<file path="config.mk">
export PLATFORM = sky130hd
export DESIGN_NAME = tpb_cpu_end_flat
export DESIGN_NICKNAME = d
export VERILOG_FILES = /design/src/core/tpb_pkg.sv /design/src/core/tpb_bus_if.sv /design/src/core/tpb_cpu_end.sv /design/src/flat_wrapper.sv
export VERILOG_INCLUDE_DIRS = /design/src /design/src/core
export SDC_FILE = /design/constraint.sdc
export NUM_CORES = 1
export LEC_CHECK = 0
export BUFFER_PORTS_ARGS = -buffer_cell sky130_fd_sc_hd__buf_2
export CAP_MARGIN = 20
export CORE_MARGIN = 10
export CORE_UTILIZATION = 53
export DETAILED_ROUTE_END_ITERATION = 10
export PLACE_DENSITY = 0.92
export SLEW_MARGIN = 15
export SYNTH_ARGS = -nofsm -noshare
export SYNTH_HDL_FRONTEND = slang
export SYNTH_SLANG_ARGS = --single-unit
</file>
<file path="constraint.sdc">
create_clock -name i_clock -period 4.5 [get_ports i_clock]
set_input_delay 0.225 -clock i_clock [delete_from_list [all_inputs] [get_ports i_clock]]
set_output_delay 0.225 -clock i_clock [all_outputs]
set_load 0.05 [all_outputs]
</file>
<file path="src/core/tpb_defs.svh">
`ifndef TPB_DEFS_SVH
`define TPB_DEFS_SVH
// strobe levels, active low
`define TPB_ASSERTED   1'b0
`define TPB_RELEASED   1'b1
// cycle codes {load_address, read, write}
`define TPB_CODE_NOP   3'h7
`define TPB_CODE_WRITE 3'h6
`define TPB_CODE_READ  3'h5
`define TPB_CODE_DMA   3'h4
`define TPB_CODE_LOAD  3'h3
`define TPB_CODE_ILLEG 3'h2
`define TPB_CODE_LMRD  3'h1
`define TPB_CODE_IACK  3'h0
// address layout
`define TPB_ADDR_RST   16'h0000
`define TPB_ADDR_ONE   16'h0001
`define TPB_BYTE_ZERO  8'h00
`define TPB_LO_MSB     7
`define TPB_HI_LSB     8
`define TPB_HI_MSB     15
`endif

</file>
<file path="src/core/tpb_pkg.sv">
package tpb_pkg;
  typedef enum logic [2:0] {
    TPB_NOP   = 3'h7,
    TPB_WRITE = 3'h6,
    TPB_READ  = 3'h5,
    TPB_DMA   = 3'h4,
    TPB_LOAD  = 3'h3,
    TPB_ILLEG = 3'h2,
    TPB_LMRD  = 3'h1,
    TPB_IACK  = 3'h0
  } tpb_cycle_e;

  // processor state, gray along idle->addr lo->addr hi->data
  typedef enum logic [2:0] {
    TPB_S_IDLE  = 3'b000,
    TPB_S_ADLO  = 3'b001,
    TPB_S_ADHI  = 3'b011,
    TPB_S_DATA  = 3'b010,
    TPB_S_IACK  = 3'b110,
    TPB_S_ACKHI = 3'b111,
    TPB_S_HALT  = 3'b101
  } tpb_state_e;
endpackage

</file>
<file path="src/core/tpb_bus_if.sv">
`timescale 1ns/1ps
`default_nettype none
interface tpb_bus_if;
  // phases: phase one capture, phase two strobes valid
  logic       phase_one_clock;
  logic       phase_two_clock;
  // strobes, active low, one shared enable
  logic       load_address_strobe_n;
  logic       read_strobe_n;
  logic       write_strobe_n;
  logic       strobe_oe;
  // data bus, processor and peripheral drivers
  logic [7:0] cpu_data;
  logic       cpu_data_oe;
  logic [7:0] per_data;
  logic       per_data_oe;
  // interrupt request, open drain, low when peripheral pulls
  logic       interrupt_request_oe;
  logic       halt_n;

  modport cpu (
    output phase_one_clock, phase_two_clock,
    output load_address_strobe_n, read_strobe_n, write_strobe_n,
    output strobe_oe, cpu_data, cpu_data_oe,
    input  per_data, per_data_oe, interrupt_request_oe, halt_n
  );
  modport per (
    input  phase_one_clock, phase_two_clock,
    input  load_address_strobe_n, read_strobe_n, write_strobe_n,
    input  strobe_oe, cpu_data, cpu_data_oe,
    output per_data, per_data_oe, interrupt_request_oe
  );
endinterface
`default_nettype wire

</file>
<file path="src/core/tpb_cpu_end.sv">
//  Function
// RULE_01 - strobes low true, high false
// RULE_02 - strobes valid and decoded in phase two
// RULE_03 - all high: nop, bus floats
// RULE_04 - write only: peripheral stores on phase one
// RULE_05 - read only: peripheral drives addressed byte
// RULE_06 - halt low: grant, then float lines
// RULE_07 - load only: all chips capture address byte
// RULE_08 - load with write never issued
// RULE_09 - load while reading: sender drives, all load
// RULE_10 - all low: interrupter drives vector
// RULE_11 - processor drives strobes unless granted away
// RULE_12 - address sent low byte then high
// RULE_13 - load strobe held phase one through two
// RULE_14 - address byte driven phase two, taken one
// RULE_15 - peripherals hold address awaiting next strobe
// RULE_16 - read strobe phase one through two
// RULE_17 - consecutive reads increment after phase one
// RULE_18 - write increments address pointer
// RULE_19 - peripheral drives only when addressed, else off
`timescale 1ns/1ps
`default_nettype none
`include "tpb_defs.svh"
module tpb_cpu_end
  import tpb_pkg::*;
(
  // clock and reset
  input  wire logic        i_clock,
  input  wire logic        i_nrst,
  // user request
  input  wire logic        i_req_valid,
  input  wire logic [2:0]  i_req_op,
  input  wire logic [15:0] i_req_addr,
  input  wire logic        i_req_new_addr,
  input  wire logic [7:0]  i_req_wdata,
  output logic             o_req_ready,
  // answer
  output logic             o_rsp_valid,
  output logic [7:0]       o_rsp_data,
  output logic             o_irq_pending,
  output logic             o_granted,
  // bus
  tpb_bus_if.cpu           bus
);
  tpb_state_e state;
  tpb_cycle_e cur_op;
  logic       phase;
  logic [15:0] addr;
  logic [7:0]  wdata;
  logic        take;
  logic        grant_done;
  tpb_cycle_e  req_cycle;

  // ---------------------------------------------------------------
  // two phase clock: phase one then phase two
  // ---------------------------------------------------------------
  always_ff @(posedge i_clock or negedge i_nrst) begin
    if (!i_nrst) begin
      phase <= 1'b0;
    end else begin
      phase <= ~phase;
    end
  end
  assign bus.phase_one_clock = ~phase;
  assign bus.phase_two_clock = phase;

  // ---------------------------------------------------------------
  // status, ready only in idle phase two with no halt or interrupt
  // ---------------------------------------------------------------
  assign o_irq_pending = bus.interrupt_request_oe;
  assign o_req_ready   = (state == TPB_S_IDLE) && phase && bus.halt_n &&
                         !bus.interrupt_request_oe;
  assign o_granted     = (state == TPB_S_HALT);
  assign take          = o_req_ready && i_req_valid;

  // ---------------------------------------------------------------
  // request latch, only legal cycles are kept
  // ---------------------------------------------------------------
  always_comb begin
    req_cycle = TPB_NOP;
    case (i_req_op)
      `TPB_CODE_WRITE: req_cycle = TPB_WRITE;
      `TPB_CODE_READ:  req_cycle = TPB_READ;
      `TPB_CODE_LMRD:  req_cycle = TPB_LMRD;
      default:         req_cycle = TPB_NOP; // RULE_08
    endcase
  end
  always_ff @(posedge i_clock or negedge i_nrst) begin
    if (!i_nrst) begin
      cur_op <= TPB_NOP;
      addr   <= `TPB_ADDR_RST;
      wdata  <= `TPB_BYTE_ZERO;
    end else if (take) begin
      cur_op <= req_cycle;
      addr   <= i_req_addr;
      wdata  <= i_req_wdata;
    end
  end

  // ---------------------------------------------------------------
  // sequencer, moves at end of phase two
  // ---------------------------------------------------------------
  always_ff @(posedge i_clock or negedge i_nrst) begin
    if (!i_nrst) begin
      state  <= TPB_S_IDLE;
    end else if (phase) begin
      case (state)
        TPB_S_IDLE: begin
          if (!bus.halt_n) begin
            state <= TPB_S_HALT; // RULE_06
          end else if (bus.interrupt_request_oe) begin
            state <= TPB_S_IACK; // RULE_10
          end else if (i_req_valid) begin
            state  <= i_req_new_addr ? TPB_S_ADLO : TPB_S_DATA;
          end
        end
        TPB_S_ADLO: state <= TPB_S_ADHI; // RULE_12
        TPB_S_ADHI: state <= TPB_S_DATA;
        TPB_S_DATA: state <= TPB_S_IDLE;
        TPB_S_IACK: state <= TPB_S_ACKHI;
        TPB_S_ACKHI: state <= TPB_S_IDLE;
        TPB_S_HALT: begin
          if (bus.halt_n) begin
            state <= TPB_S_IDLE;
          end
        end
        default: state <= TPB_S_IDLE;
      endcase
    end
  end

  // ---------------------------------------------------------------
  // strobe and data drive
  // ---------------------------------------------------------------
  logic [2:0] code;
  always_comb begin
    code = `TPB_CODE_NOP; // RULE_03
    case (state)
      TPB_S_ADLO, TPB_S_ADHI, TPB_S_ACKHI: code = `TPB_CODE_LOAD; // RULE_13
      TPB_S_DATA: begin
        if (cur_op == TPB_WRITE || cur_op == TPB_READ ||
            cur_op == TPB_LMRD) begin
          code = cur_op; // RULE_08
        end
      end
      TPB_S_IACK: code = `TPB_CODE_IACK;
      TPB_S_HALT: code = `TPB_CODE_DMA; // RULE_06
      default: code = `TPB_CODE_NOP;
    endcase
  end
  assign bus.load_address_strobe_n = code[2];
  assign bus.read_strobe_n         = code[1];
  assign bus.write_strobe_n        = code[0];
  // granted: strobes floated after the grant cycle
  assign bus.strobe_oe = !(state == TPB_S_HALT && grant_done); // RULE_11

  // ---------------------------------------------------------------
  // grant stands one full bus cycle, then lines float
  // ---------------------------------------------------------------
  always_ff @(posedge i_clock or negedge i_nrst) begin
    if (!i_nrst) begin
      grant_done <= 1'b0;
    end else begin
      grant_done <= (state == TPB_S_HALT) && (grant_done || phase); // RULE_06
    end
  end

  always_comb begin
    bus.cpu_data    = `TPB_BYTE_ZERO;
    bus.cpu_data_oe = 1'b0;
    if (phase) begin
      case (state)
        TPB_S_ADLO: begin
          bus.cpu_data    = addr[`TPB_LO_MSB:0]; // RULE_14
          bus.cpu_data_oe = 1'b1;
        end
        TPB_S_ADHI: begin
          bus.cpu_data    = addr[`TPB_HI_MSB:`TPB_HI_LSB];
          bus.cpu_data_oe = 1'b1;
        end
        TPB_S_ACKHI: begin
          bus.cpu_data_oe = 1'b1;
        end
        TPB_S_DATA: begin
          bus.cpu_data    = wdata;
          bus.cpu_data_oe = (cur_op == TPB_WRITE);
        end
        default: bus.cpu_data_oe = 1'b0;
      endcase
    end
  end

  // ---------------------------------------------------------------
  // read capture on phase two end
  // ---------------------------------------------------------------
  always_ff @(posedge i_clock or negedge i_nrst) begin
    if (!i_nrst) begin
      o_rsp_valid <= 1'b0;
      o_rsp_data  <= `TPB_BYTE_ZERO;
    end else begin
      o_rsp_valid <= 1'b0;
      if (phase && state == TPB_S_DATA &&
          (cur_op == TPB_READ || cur_op == TPB_LMRD)) begin
        o_rsp_valid <= 1'b1; // RULE_16
        o_rsp_data  <= bus.per_data;
      end
    end
  end
endmodule // tpb_cpu_end
`default_nettype wire

</file>
<file path="src/flat_wrapper.sv">
// flat-port wrapper written by rule: the top's interface ports become plain ports
module tpb_cpu_end_flat import tpb_pkg::*;
  (i_clock, i_nrst, i_req_valid, i_req_op, i_req_addr, i_req_new_addr, i_req_wdata, o_req_ready, o_rsp_valid, o_rsp_data, o_irq_pending, o_granted, bus_phase_one_clock, bus_phase_two_clock, bus_load_address_strobe_n, bus_read_strobe_n, bus_write_strobe_n, bus_strobe_oe, bus_cpu_data, bus_cpu_data_oe, bus_per_data, bus_per_data_oe, bus_interrupt_request_oe, bus_halt_n);
  tpb_bus_if bus_i ();
  input  wire logic i_clock;
  input  wire logic i_nrst;
  input  wire logic i_req_valid;
  input  wire logic [2:0] i_req_op;
  input  wire logic [15:0] i_req_addr;
  input  wire logic i_req_new_addr;
  input  wire logic [7:0] i_req_wdata;
  output logic o_req_ready;
  output logic o_rsp_valid;
  output logic [7:0] o_rsp_data;
  output logic o_irq_pending;
  output logic o_granted;
  output wire logic [$bits(bus_i.phase_one_clock)-1:0] bus_phase_one_clock;
  output wire logic [$bits(bus_i.phase_two_clock)-1:0] bus_phase_two_clock;
  output wire logic [$bits(bus_i.load_address_strobe_n)-1:0] bus_load_address_strobe_n;
  output wire logic [$bits(bus_i.read_strobe_n)-1:0] bus_read_strobe_n;
  output wire logic [$bits(bus_i.write_strobe_n)-1:0] bus_write_strobe_n;
  output wire logic [$bits(bus_i.strobe_oe)-1:0] bus_strobe_oe;
  output wire logic [$bits(bus_i.cpu_data)-1:0] bus_cpu_data;
  output wire logic [$bits(bus_i.cpu_data_oe)-1:0] bus_cpu_data_oe;
  input wire logic [$bits(bus_i.per_data)-1:0] bus_per_data;
  input wire logic [$bits(bus_i.per_data_oe)-1:0] bus_per_data_oe;
  input wire logic [$bits(bus_i.interrupt_request_oe)-1:0] bus_interrupt_request_oe;
  input wire logic [$bits(bus_i.halt_n)-1:0] bus_halt_n;
  assign bus_phase_one_clock = bus_i.phase_one_clock;
  assign bus_phase_two_clock = bus_i.phase_two_clock;
  assign bus_load_address_strobe_n = bus_i.load_address_strobe_n;
  assign bus_read_strobe_n = bus_i.read_strobe_n;
  assign bus_write_strobe_n = bus_i.write_strobe_n;
  assign bus_strobe_oe = bus_i.strobe_oe;
  assign bus_cpu_data = bus_i.cpu_data;
  assign bus_cpu_data_oe = bus_i.cpu_data_oe;
  assign bus_i.per_data = bus_per_data;
  assign bus_i.per_data_oe = bus_per_data_oe;
  assign bus_i.interrupt_request_oe = bus_interrupt_request_oe;
  assign bus_i.halt_n = bus_halt_n;
  tpb_cpu_end u_core (.i_clock(i_clock), .i_nrst(i_nrst), .i_req_valid(i_req_valid), .i_req_op(i_req_op), .i_req_addr(i_req_addr), .i_req_new_addr(i_req_new_addr), .i_req_wdata(i_req_wdata), .o_req_ready(o_req_ready), .o_rsp_valid(o_rsp_valid), .o_rsp_data(o_rsp_data), .o_irq_pending(o_irq_pending), .o_granted(o_granted), .bus(bus_i));
endmodule
</file>
==> flow_summary.yaml, run 1 <==
timing:
  setup_ws_ns: 1.61
  timing.fmax_mhz: 346
  slew_headroom_pct: 41.3
  post-route-period-util_pct: 64.2
  hold_viol: 0
  rsz0062_at_grt: "no"
  worst_pin_slew_ns: 0.878
  report.final.slew_viol_count: 0
  period_needed_ns: 2.89
  setup_viol: 0
  fin_setup_tns_ns: 0
  clock_skew_ns: 0.00411
global_routing:
  grt_max_degree: 42
  antenna_found_initial: 0
  grt_use_total_pct: 14.6
  grt_pass1_wl_um: 7560
  grt_pass1_vias: 1598
  overflow: 0
detailed_routing:
  maxUsedRoutingLayer: "met4"
  met1_length_um: 1950
  drt_iter0_markers: 76
  routed_wl_um: 4730
  wl_per_cell_um: 16.7
  wl_met2_um: 2170
  drcViolationCount: 0
  vias: 1530
  detail_route.first_pass.iterations: 4
  ant_nets: 0
  vias_per_cell: 5.39
  wl_met3_um: 565
clock_tree:
  htree_levels: 2
  clock_path_buffers: 2
  cts_tree: "built"
  cts_root_buf: "clkbuf_8"
  cts-buffers-inserted: 5
  postCtsResizedCells: 0
  post_cts.repair.setup_buffers: 0
  clock_sink_count: 41
  ctsHoldBuffers: 0
  insertion_delay_ns: 0.29
  clk_pin_slew_ns: 0.08
final_layout:
  syn2layout_area_growth_pct: 22.1
  layout.cells.non_filler: 284
  fillCellCount: 292
  layout_commonest_cell: "buf_2"
  final_cell_mix: "67 x buf_2, 38 x dfrtp_1, 24 x nor2_1, 24 x mux2_4, 12 x a21oi_1"
  layout.nets: 277
  drive_gt1_share_pct: 46.6
  final_util_pct: 67.0
  finalInstanceArea_sq_um: 2470
  num_antenna_cells: 0
floorplanning:
  rows: 22
  core_sq_um: 3690
  start_util_pct: 54.9
  die_h_um: 81.8
  die_w_um: 81.8
  die-area_sq_um: 6690
  pin_count: 69
placement:
  place_ws_ns: 1.81
  placed_area_sq_um: 2360
  place_inst: 276
  dpl.hpwl_um: 3420
  place.gp.congestion: 0.785
  portBuffers: 67
setup_path:
  worst-path-max-fanout: 18
  start_kind: "register"
  worstPathRequired_ns: 4.28
  cp-end-kind: "output pin"
  critPathKind: "register to output pin"
  rrSetupSlack_ns: 1.79
  arrival_ns: 2.66
yosys:
  synth.top_cell.area_share_pct: 47.0
  netlist_area_sq_um: 2020
  syn_inst: 171
  synth_area_per_cell_sq_um: 11.8
  synth_cell_types: 29
  synth.area.top_cells: "dfrtp_1 47%, mux2_4 18%, mux2_2 4.4%, nor2_1 4.4%, mux2i_1 4.0%"
  yosysWarnings: 0
  syn_nets: 213
  synth_seq_cells: 41
  ys_seq_area_share_pct: 50.9
  synth_top_area_cell: "dfrtp_1"
power:
  ir_drop_v: 0.000527
  powerDensity_nw_per_um2: 795
  p_leak_uw: 0.00132
worst_hold_path:
  worstHoldPathType: "input port to async pin"
run:
  cap_violations: 0
run_status:
  status: "finished clean"
power by group:
group | switching (uW) | internal (uW) | total, uW
sequential | 143 | 542 | 685
clock | 118 | 181 | 299
combinational | 621 | 361 | 982
registers in the layout, summed over array words and instances (netlist names):
register and count:
u_core.state 3, u_core.grant_done 1, u_core.cur_op 3, u_core.addr 16
u_core.bus.phase_two_clock 1, u_core.wdata 8, u_core.o_rsp_data 8, u_core.o_rsp_valid 1
metal layers:
| metal | up-vias | track usage (%) |
|---|---|---|
| met5 | - | 0 |
| met4 | 0 | 4.25 |
| met3 | 8 | 6.99 |
| met2 | 79 | 22.6 |
| met1 | 721 | 17.7 |
| li1 | 722 | - |
cells by family after synthesis:
kind of cell	share of synthesized area, %
buffers and inverters	4.26
AO/OA/AOI/OAI	7.66
AND/OR/NAND/NOR	11.0
flip-flops	50.9
multiplexers	26.2
worst paths after layout:
kind | start | endpoint | cells past startpoint
worst max register to register | u_core.state[1] | u_core.o_rsp_data[7] | 4
min in group i_clock | i_req_addr[14] | u_core.addr[14] | 2
max in group asynchronous | i_nrst | u_core.wdata[7] | 1
worst max-delay path | u_core.state[1] | bus_cpu_data[3] | 5
worst min register to register | u_core.grant_done | u_core.grant_done | 2
worst min-delay path | i_nrst | u_core.o_rsp_data[2] | 1
cell usage after synthesis:
cell       n
mux2_2     8
or3b_1     1
dfrtp_1   38
nand2b_1   5
o32ai_1    1
a31oi_1    1
buf_6      3
or4_4      1
clkbuf_1   5
dfstp_2    3
buf_4      1
nor2_1    24
nand3_1    1
mux2_4    24
buf_1      1
a22oi_1    1
inv_1      6
and3b_1    1
o21ai_0    8
or4_1      1
nand2_1    8
nor2b_1    2
o41ai_1    1
mux2i_1    8
a311oi_1   1
nor3_1     2
or2b_1     1
a21oi_1   12
o21a_1     2
worst max-delay path, cell delays in order (launching register included):
cell and delay, ns:
dfrtp_1 0.80, inv_1 0.23, nor2_1 0.72, a21oi_1 0.17
nor2_1 0.16, buf_2 0.29
final cells by class:
class                      count  area, sq um  share of cell area (%)
inverter                       6         22.5                   0.911
sequential                    41         1030                    41.6
tap                           48         60.1                    2.43
multi-input combinational    114          908                    36.7
clock buffer                   7         86.3                    3.49
clock inverter                 1         30.0                    1.21
timing repair buffer          67          335                    13.6
metrics by stage:
| step | hold slack, ns | total power (uW) |
|---|---|---|
| floorplan | -0.0706 | 1450 |
| global placement | 0.391 | 1630 |
| detailed placement | 0.392 | 1670 |
| CTS | 0.0752 | 1980 |
| global route | 0.126 | 2090 |
| finish | 0.0485 | 1970 |
Power figures use the tool's default switching activity.
==> run 2, diff against run 1 <==
--- a/config.mk
+++ b/config.mk
@@ -9,9 +9,9 @@
 export BUFFER_PORTS_ARGS = -buffer_cell sky130_fd_sc_hd__buf_2
 export CAP_MARGIN = 20
 export CORE_MARGIN = 10
-export CORE_UTILIZATION = 53
+export CORE_UTILIZATION = 50
 export DETAILED_ROUTE_END_ITERATION = 10
-export PLACE_DENSITY = 0.92
+export PLACE_DENSITY = 0.88
 export SLEW_MARGIN = 15
 export SYNTH_ARGS = -nofsm -noshare
 export SYNTH_HDL_FRONTEND = slang
==> constraint.sdc (replaced) <==
create_clock -name i_clock -period 3 [get_ports i_clock]
set_input_delay 0.15 -clock i_clock [delete_from_list [all_inputs] [get_ports i_clock]]
set_output_delay 0.15 -clock i_clock [all_outputs]
set_load 0.05 [all_outputs]
==> run 2 against run 1 <==
Against the previous run:
- the flow now finishes with violations (hold timing)
- sequential share of layout area decreased by 0.70 points
- final cell count rose by 1.8%
- combinational power rose by 55%
- utilization down 3.7 points
- total power increased by 54%
- worst hold slack lost 0.065 ns
- clock-buffer cell count fell by 2
- global-route usage fell by 1.3 points
- largest cell class unchanged
- largest power group unchanged
- highest routed layer unchanged
==> flow_summary.yaml, run 2 (synthesis results as in run 1) <==
power:
  p_leak_uw: 0.00135
  power_frac_comb_pct: 50.0
  switching_share_pct: 43.7
  switchingPower_uw: 1330
  seq_power_share_pct: 32.9
  clock_power_share_pct: 17.1
  powerDensity_nw_per_um2: 1210
  p_int_uw: 1710
  ir_drop_v: 0.000609
  p_total_uw: 3030
placement:
  place_ws_ns: 0.834
  place.gp.congestion: 0.819
  portBuffers: 67
  dpl.hpwl_um: 3550
floorplanning:
  rows: 23
  core_sq_um: 3970
  die_h_um: 83.6
  pin_count: 69
  die_w_um: 83.6
  start_util_pct: 51.0
  die-area_sq_um: 6990
final_layout:
  final_util_pct: 63.3
  drive_gt1_share_pct: 47.7
  layout_commonest_cell: "buf_2"
  layout.nets: 280
  regMostFlops: "u_core.addr"
  largest_reg_flops: 16
  final_cell_mix: "67 x buf_2, 38 x dfrtp_1, 24 x nor2_1, 24 x mux2_4, 12 x a21oi_1"
  reg.largest.list: "u_core.addr x16, u_core.o_rsp_data x8, u_core.wdata x8"
  num_antenna_cells: 0
  syn2layout_area_growth_pct: 24.2
clock_tree:
  postCtsResizedCells: 0
  clock_path_buffers: 2
  clock_sink_count: 41
  htree_levels: 2
  insertion_delay_ns: 0.29
  cts_root_buf: "clkbuf_8"
  post_cts.repair.setup_buffers: 0
  cts-buffers-inserted: 5
  ctsHoldBuffers: 0
  cts_tree: "built"
  clk_pin_slew_ns: 0.08
setup_path:
  critPathLaunch: "u_core.state[1]"
  cpPeakStageDelay_ns: 0.50
  reg2reg_from: "u_core.state[2]"
  cp-end-kind: "output pin"
  worst-path-max-fanout: 11
  worstPathRequired_ns: 2.85
  path_cells: "buf_4, inv_1, nor2_1, buf_4, a21oi_1, nor2_1, buf_2"
  critPathKind: "register to output pin"
  cpMaxStageDelayCell: "dfrtp_1"
  arrival_ns: 2.22
  start_kind: "register"
timing:
  worst_hold_slack_ns: -0.0168
  post-route-period-util_pct: 79.0
  setup_viol: 0
  hold_viol: 38
  timing.fmax_mhz: 422
  setup_ws_ns: 0.629
  period_needed_ns: 2.37
  rsz0062_at_grt: "no"
  slew_headroom_pct: 40.1
  worst_pin_slew_ns: 0.899
  report.final.slew_viol_count: 0
  clock_skew_ns: 0.00802
  fin_setup_tns_ns: 0
global_routing:
  met3_usage_pct: 5.86
  top_usage_layer: "met2"
  overflow: 0
  grt_pass1_vias: 1682
  met1_usage_pct: 13.9
  grt_max_degree: 42
  grtUsageMet2_pct: 23.9
  antenna_found_initial: 0
  grt_pass1_wl_um: 7810
  grt_use_total_pct: 13.4
run_status:
  status: "finished, violations left"
  violations: "hold timing"
run:
  cap_violations: 0
detailed_routing:
  vias: 1487
  drt_iter0_markers: 97
  vias_per_cell: 5.15
  wl_per_cell_um: 16.5
  drcViolationCount: 0
  ant_nets: 0
  detail_route.first_pass.iterations: 4
  routed_wl_um: 4760
worst_hold_path:
  worstHoldPathType: "input port to async pin"
==> run 2: cell types whose count changed in the layout (fill, tap and decap cells not counted), sizes merged <==
cell,previous run,this run
buf,67,70
bufinv,1,2
clkbuf,7,5
clkinv,0,1
==> run 2: critical path, delay by kind of cell (launching register included) <==
kind / cells / cell delay (ns)
buffers and inverters: 4 / 0.91
flip-flops: 1 / 0.50
AND/OR/NAND/NOR: 2 / 0.44
AO/OA/AOI/OAI: 1 / 0.08
==> run 2: layout make-up <==
cell class / instances / area [sq um]
clock buffers: 5 / 68.8
clock inverters: 3 / 65.1
fillers: 326 / 1460
flip-flops and latches: 41 / 1030
repair buffers: 70 / 358
well taps: 50 / 62.6
multi-input cells: 114 / 908
inverters: 6 / 22.5
==> run 2: through the flow <==
| step | instances | hold WS (ns) | cell area [sq um] |
|---|---|---|---|
| finish | 289 | -0.0168 | 2510 |
| CTS | 289 | 0.00912 | 2510 |
| detailed placement | 281 | 0.328 | 2380 |
| global route | 289 | 0.0501 | 2510 |
| global placement | 281 | 0.313 | 2380 |
| floorplan | 171 | -0.146 | 2020 |
==> run 2: path summary, 6_finish.rpt <==
check | to | slack [ns] | cells past startpoint
min reg2reg | u_core.cur_op[2] | 0.49 | 2
max in group asynchronous | u_core.wdata[4] | 2.46 | 1
max | bus_cpu_data[2] | 0.63 | 7
min | u_core.grant_done | -0.02 | 1
min in group i_clock | u_core.addr[0] | 0.09 | 2
max reg2reg | u_core.wdata[1] | 0.80 | 4
==> run 2: power by group through the flow <==
stage	Combinational (uW)	Clock [uW]	Sequential [uW]
floorplan	1040	0	1130
global placement	1500	0	986
detailed placement	1530	0	1010
CTS	1540	529	998
global route	1620	554	1030
finish	1520	518	999
==> run 2: layer usage <==
metal	wire length, um	vias up
li1	-	719
met1	1880	707
met2	2430	55
met3	407	6
met4	37	0
met5	0	-
==> run 3, diff against run 2 <==
--- a/config.mk
+++ b/config.mk
@@ -6,12 +6,13 @@
 export SDC_FILE = /design/constraint.sdc
 export NUM_CORES = 1
 export LEC_CHECK = 0
+export ABC_AREA = 1
 export BUFFER_PORTS_ARGS = -buffer_cell sky130_fd_sc_hd__buf_2
 export CAP_MARGIN = 20
 export CORE_MARGIN = 10
 export CORE_UTILIZATION = 50
 export DETAILED_ROUTE_END_ITERATION = 10
-export PLACE_DENSITY = 0.88
+export PLACE_DENSITY = 0.87
 export SLEW_MARGIN = 15
 export SYNTH_ARGS = -nofsm -noshare
 export SYNTH_HDL_FRONTEND = slang
==> constraint.sdc (replaced) <==
create_clock -name i_clock -period 2.2 [get_ports i_clock]
set_input_delay 0.11 -clock i_clock [delete_from_list [all_inputs] [get_ports i_clock]]
set_output_delay 0.11 -clock i_clock [all_outputs]
set_load 0.05 [all_outputs]
==> run 3 against run 2 <==
Against the previous run:
- register-to-register slack worse by 0.31 ns
- clock power shrank 7.3%
- cell area stayed put
- flip-flop and latch count unchanged
- sequential power grew 37%
- area after synthesis rose by 0.99%
- sequential share of layout area did not move
- routed wire length grew 11%
- the run now ends clean
- critical path type unchanged
- critical path depth rose by 1
- largest cell class unchanged
==> flow_summary.yaml, run 3 <==
power:
  ir_drop_v: 0.000719
  p_leak_uw: 0.00150
  powerDensity_nw_per_um2: 1530
yosys:
  netlist_top_cells_count: "134 x nand2_1, 43 x nand3_1, 38 x dfrtp_1"
  synth_compound_area_share_pct: 0.979
  synth_seq_cells: 41
  yosysMostFrequentCell: "nand2_1"
  synth_area_per_cell_sq_um: 7.43
  synth.top_cell.area_share_pct: 46.5
  netlist_area_sq_um: 2040
  synth_top_family_by_area: "simple AND/OR/NAND/NOR gates"
  synth_edf_count: 0
  synth_top_flop_cell: "dfrtp_1"
  synth_top_area_cell: "dfrtp_1"
  ys_seq_area_share_pct: 50.4
  ys_async_sr_fraction_pct: 100
  synth-xor-area-share_pct: 0
  synth_cell_types: 20
  synthAdderAreaFrac_pct: 0
  synth.area.top_cells: "dfrtp_1 47%, nand2_1 25%, nand3_1 11%, dfstp_2 3.9%, inv_1 3.5%"
  syn_inst: 275
  yosys.area_share.simple_pct: 41.2
  synthMuxAreaShare_pct: 0
  yosysWarnings: 0
  syn_nets: 317
clock_tree:
  htree_levels: 2
  cts_tree: "built"
  insertion_delay_ns: 0.29
  cts_root_buf: "clkbuf_8"
  cts-buffers-inserted: 5
  clk_pin_slew_ns: 0.07
  post_cts.repair.setup_buffers: 0
  clock_sink_count: 41
  clock_path_buffers: 2
setup_path:
  arrival_ns: 1.87
  reg2reg_depth: 6
  worst-path-max-fanout: 11
  rr_endpoint: "u_core.wdata[0]"
  start_kind: "register"
  rrSetupSlack_ns: 0.49
  worstPathRequired_ns: 2.09
  cp-end-kind: "output pin"
  reg2reg_from: "u_core.state[0]"
  critPathKind: "register to output pin"
timing:
  fin_setup_tns_ns: 0
  clock_skew_ns: 0.00395
  worst_hold_slack_ns: 0.0203
  period_needed_ns: 1.98
  setup_viol: 0
  worst_pin_slew_ns: 0.899
  report.final.slew_viol_count: 0
  timing.fmax_mhz: 506
  setup_ws_ns: 0.222
  post-route-period-util_pct: 89.9
  slew_headroom_pct: 40.0
  hold_viol: 0
  rsz0062_at_grt: "no"
final_layout:
  reg.largest.list: "u_core.addr x16, u_core.o_rsp_data x8, u_core.wdata x8"
  syn2layout_area_growth_pct: 23.0
  largest_reg_flops: 16
  num_antenna_cells: 0
  layout.nets: 388
  layout_commonest_cell: "nand2_1"
  drive_gt1_share_pct: 26.3
  regMostFlops: "u_core.addr"
  final_cell_mix: "134 x nand2_1, 67 x buf_2, 43 x nand3_1, 38 x dfrtp_1, 19 x inv_1"
  fillCellCount: 358
floorplanning:
  die_w_um: 83.9
  die-area_sq_um: 7050
  start_util_pct: 51.5
  pin_count: 69
  die_h_um: 83.9
  core_sq_um: 3970
  rows: 23
worst_hold_path:
  hold_path_end: "u_core.o_rsp_data[3]"
  worstHoldPathType: "input port to register"
  hold_start: "bus_per_data[3]"
  worstHoldPathCells: 3
global_routing:
  grt_use_total_pct: 15.0
  grt_max_degree: 42
  grt_pass1_vias: 2021
  overflow: 0
  grt_pass1_wl_um: 8910
  antenna_found_initial: 0
placement:
  portBuffers: 67
  place.gp.congestion: 0.846
  place_ws_ns: 0.363
  dpl.hpwl_um: 3900
detailed_routing:
  vias: 1995
  drcViolationCount: 0
  routed_wl_um: 5300
  vias_per_cell: 5.04
  detail_route.first_pass.iterations: 4
  wl_per_cell_um: 13.4
  ant_nets: 0
  drt_iter0_markers: 180
run_status:
  status: "finished clean"
run:
  cap_violations: 0
-- run 3: cell types whose count changed in the layout (fill, tap and decap cells not counted), moves of 10 or more --
cell and delta:
nor2_1 -10, nand3_1 +42, inv_1 +13, a21oi_1 -11, nand2_1 +126, mux2_4 -24
-- run 3: routing by layer --
| layer | part of all wire (%) | vias up | wire [um] | global-route usage, % |
|---|---|---|---|---|
| li1 | - | 995 | - | - |
| met1 | 42 | 922 | 2210 | 17.5 |
| met2 | 49 | 70 | 2620 | 25.6 |
| met3 | 7.7 | 8 | 409 | 4.10 |
| met4 | 1.1 | 0 | 60 | 5.33 |
| met5 | 0 | - | 0 | 0 |
-- run 3: power by group --
part	total [uW]	internal, uW	switching, uW
Combinational	2000	528	1470
Sequential	1370	1130	246
Clock	480	249	232
-- run 3: final cells by class --
cell class                 instances  area (sq um)  area share (%)
clock buffer                       7          86.3            3.43
multi-input combinational        203           867            34.5
timing repair buffer              74           390            15.5
sequential                        41          1030            40.9
tap                               50          62.6            2.49
inverter                          21          78.8            3.13
-- run 3: critical path: stages (launching register included) --
cell and delay [ns]:
dfrtp_1 0.47, inv_1 0.12, nand2_1 0.10, nor2_4 0.27
inv_1 0.11, nor2_1 0.12, nor2_1 0.05, nor2_1 0.07
buf_2 0.26
-- run 3: cell families (layout without fill, tap and decap cells) --
logic type             after synthesis  count (layout)
DFF                                 41              41
buffers and inverters               31             102
AOI/OAI and AO/OA                    4               4
and+or+nand+nor                    199             199
-- run 3: worst max-delay path by stage --
stage                     cells past startpoint                        end       startpoint
after floorplan                               6  bus_load_address_strobe_n  u_core.state[0]
final                                         8            bus_cpu_data_oe  u_core.state[0]
after detailed placement                      7       u_core.o_rsp_data[5]  u_core.state[0]
after global placement                        7       u_core.o_rsp_data[5]  u_core.state[0]
after CTS                                     8            bus_cpu_data_oe  u_core.state[0]
after global routing                          8            bus_cpu_data_oe  u_core.state[0]
-- run 3: stage by stage --
step	util, %	total power, uW	area (sq um)	cells
4_1_cts	63.2	3870	2510	396
3_3_place_gp	60.8	3300	2410	388
6_report	63.3	3850	2510	396
3_5_place_dp	60.8	3370	2410	388
2_1_floorplan	-	2870	2040	275
5_1_grt	63.3	4140	2510	396
-- run 3: repair_timing --
action	4_1_cts	5_1_grt
endpoints found under the hold margin	38	0
endpoints found under the setup margin	0	4
hold buffers	1	0
resized for setup	0	1
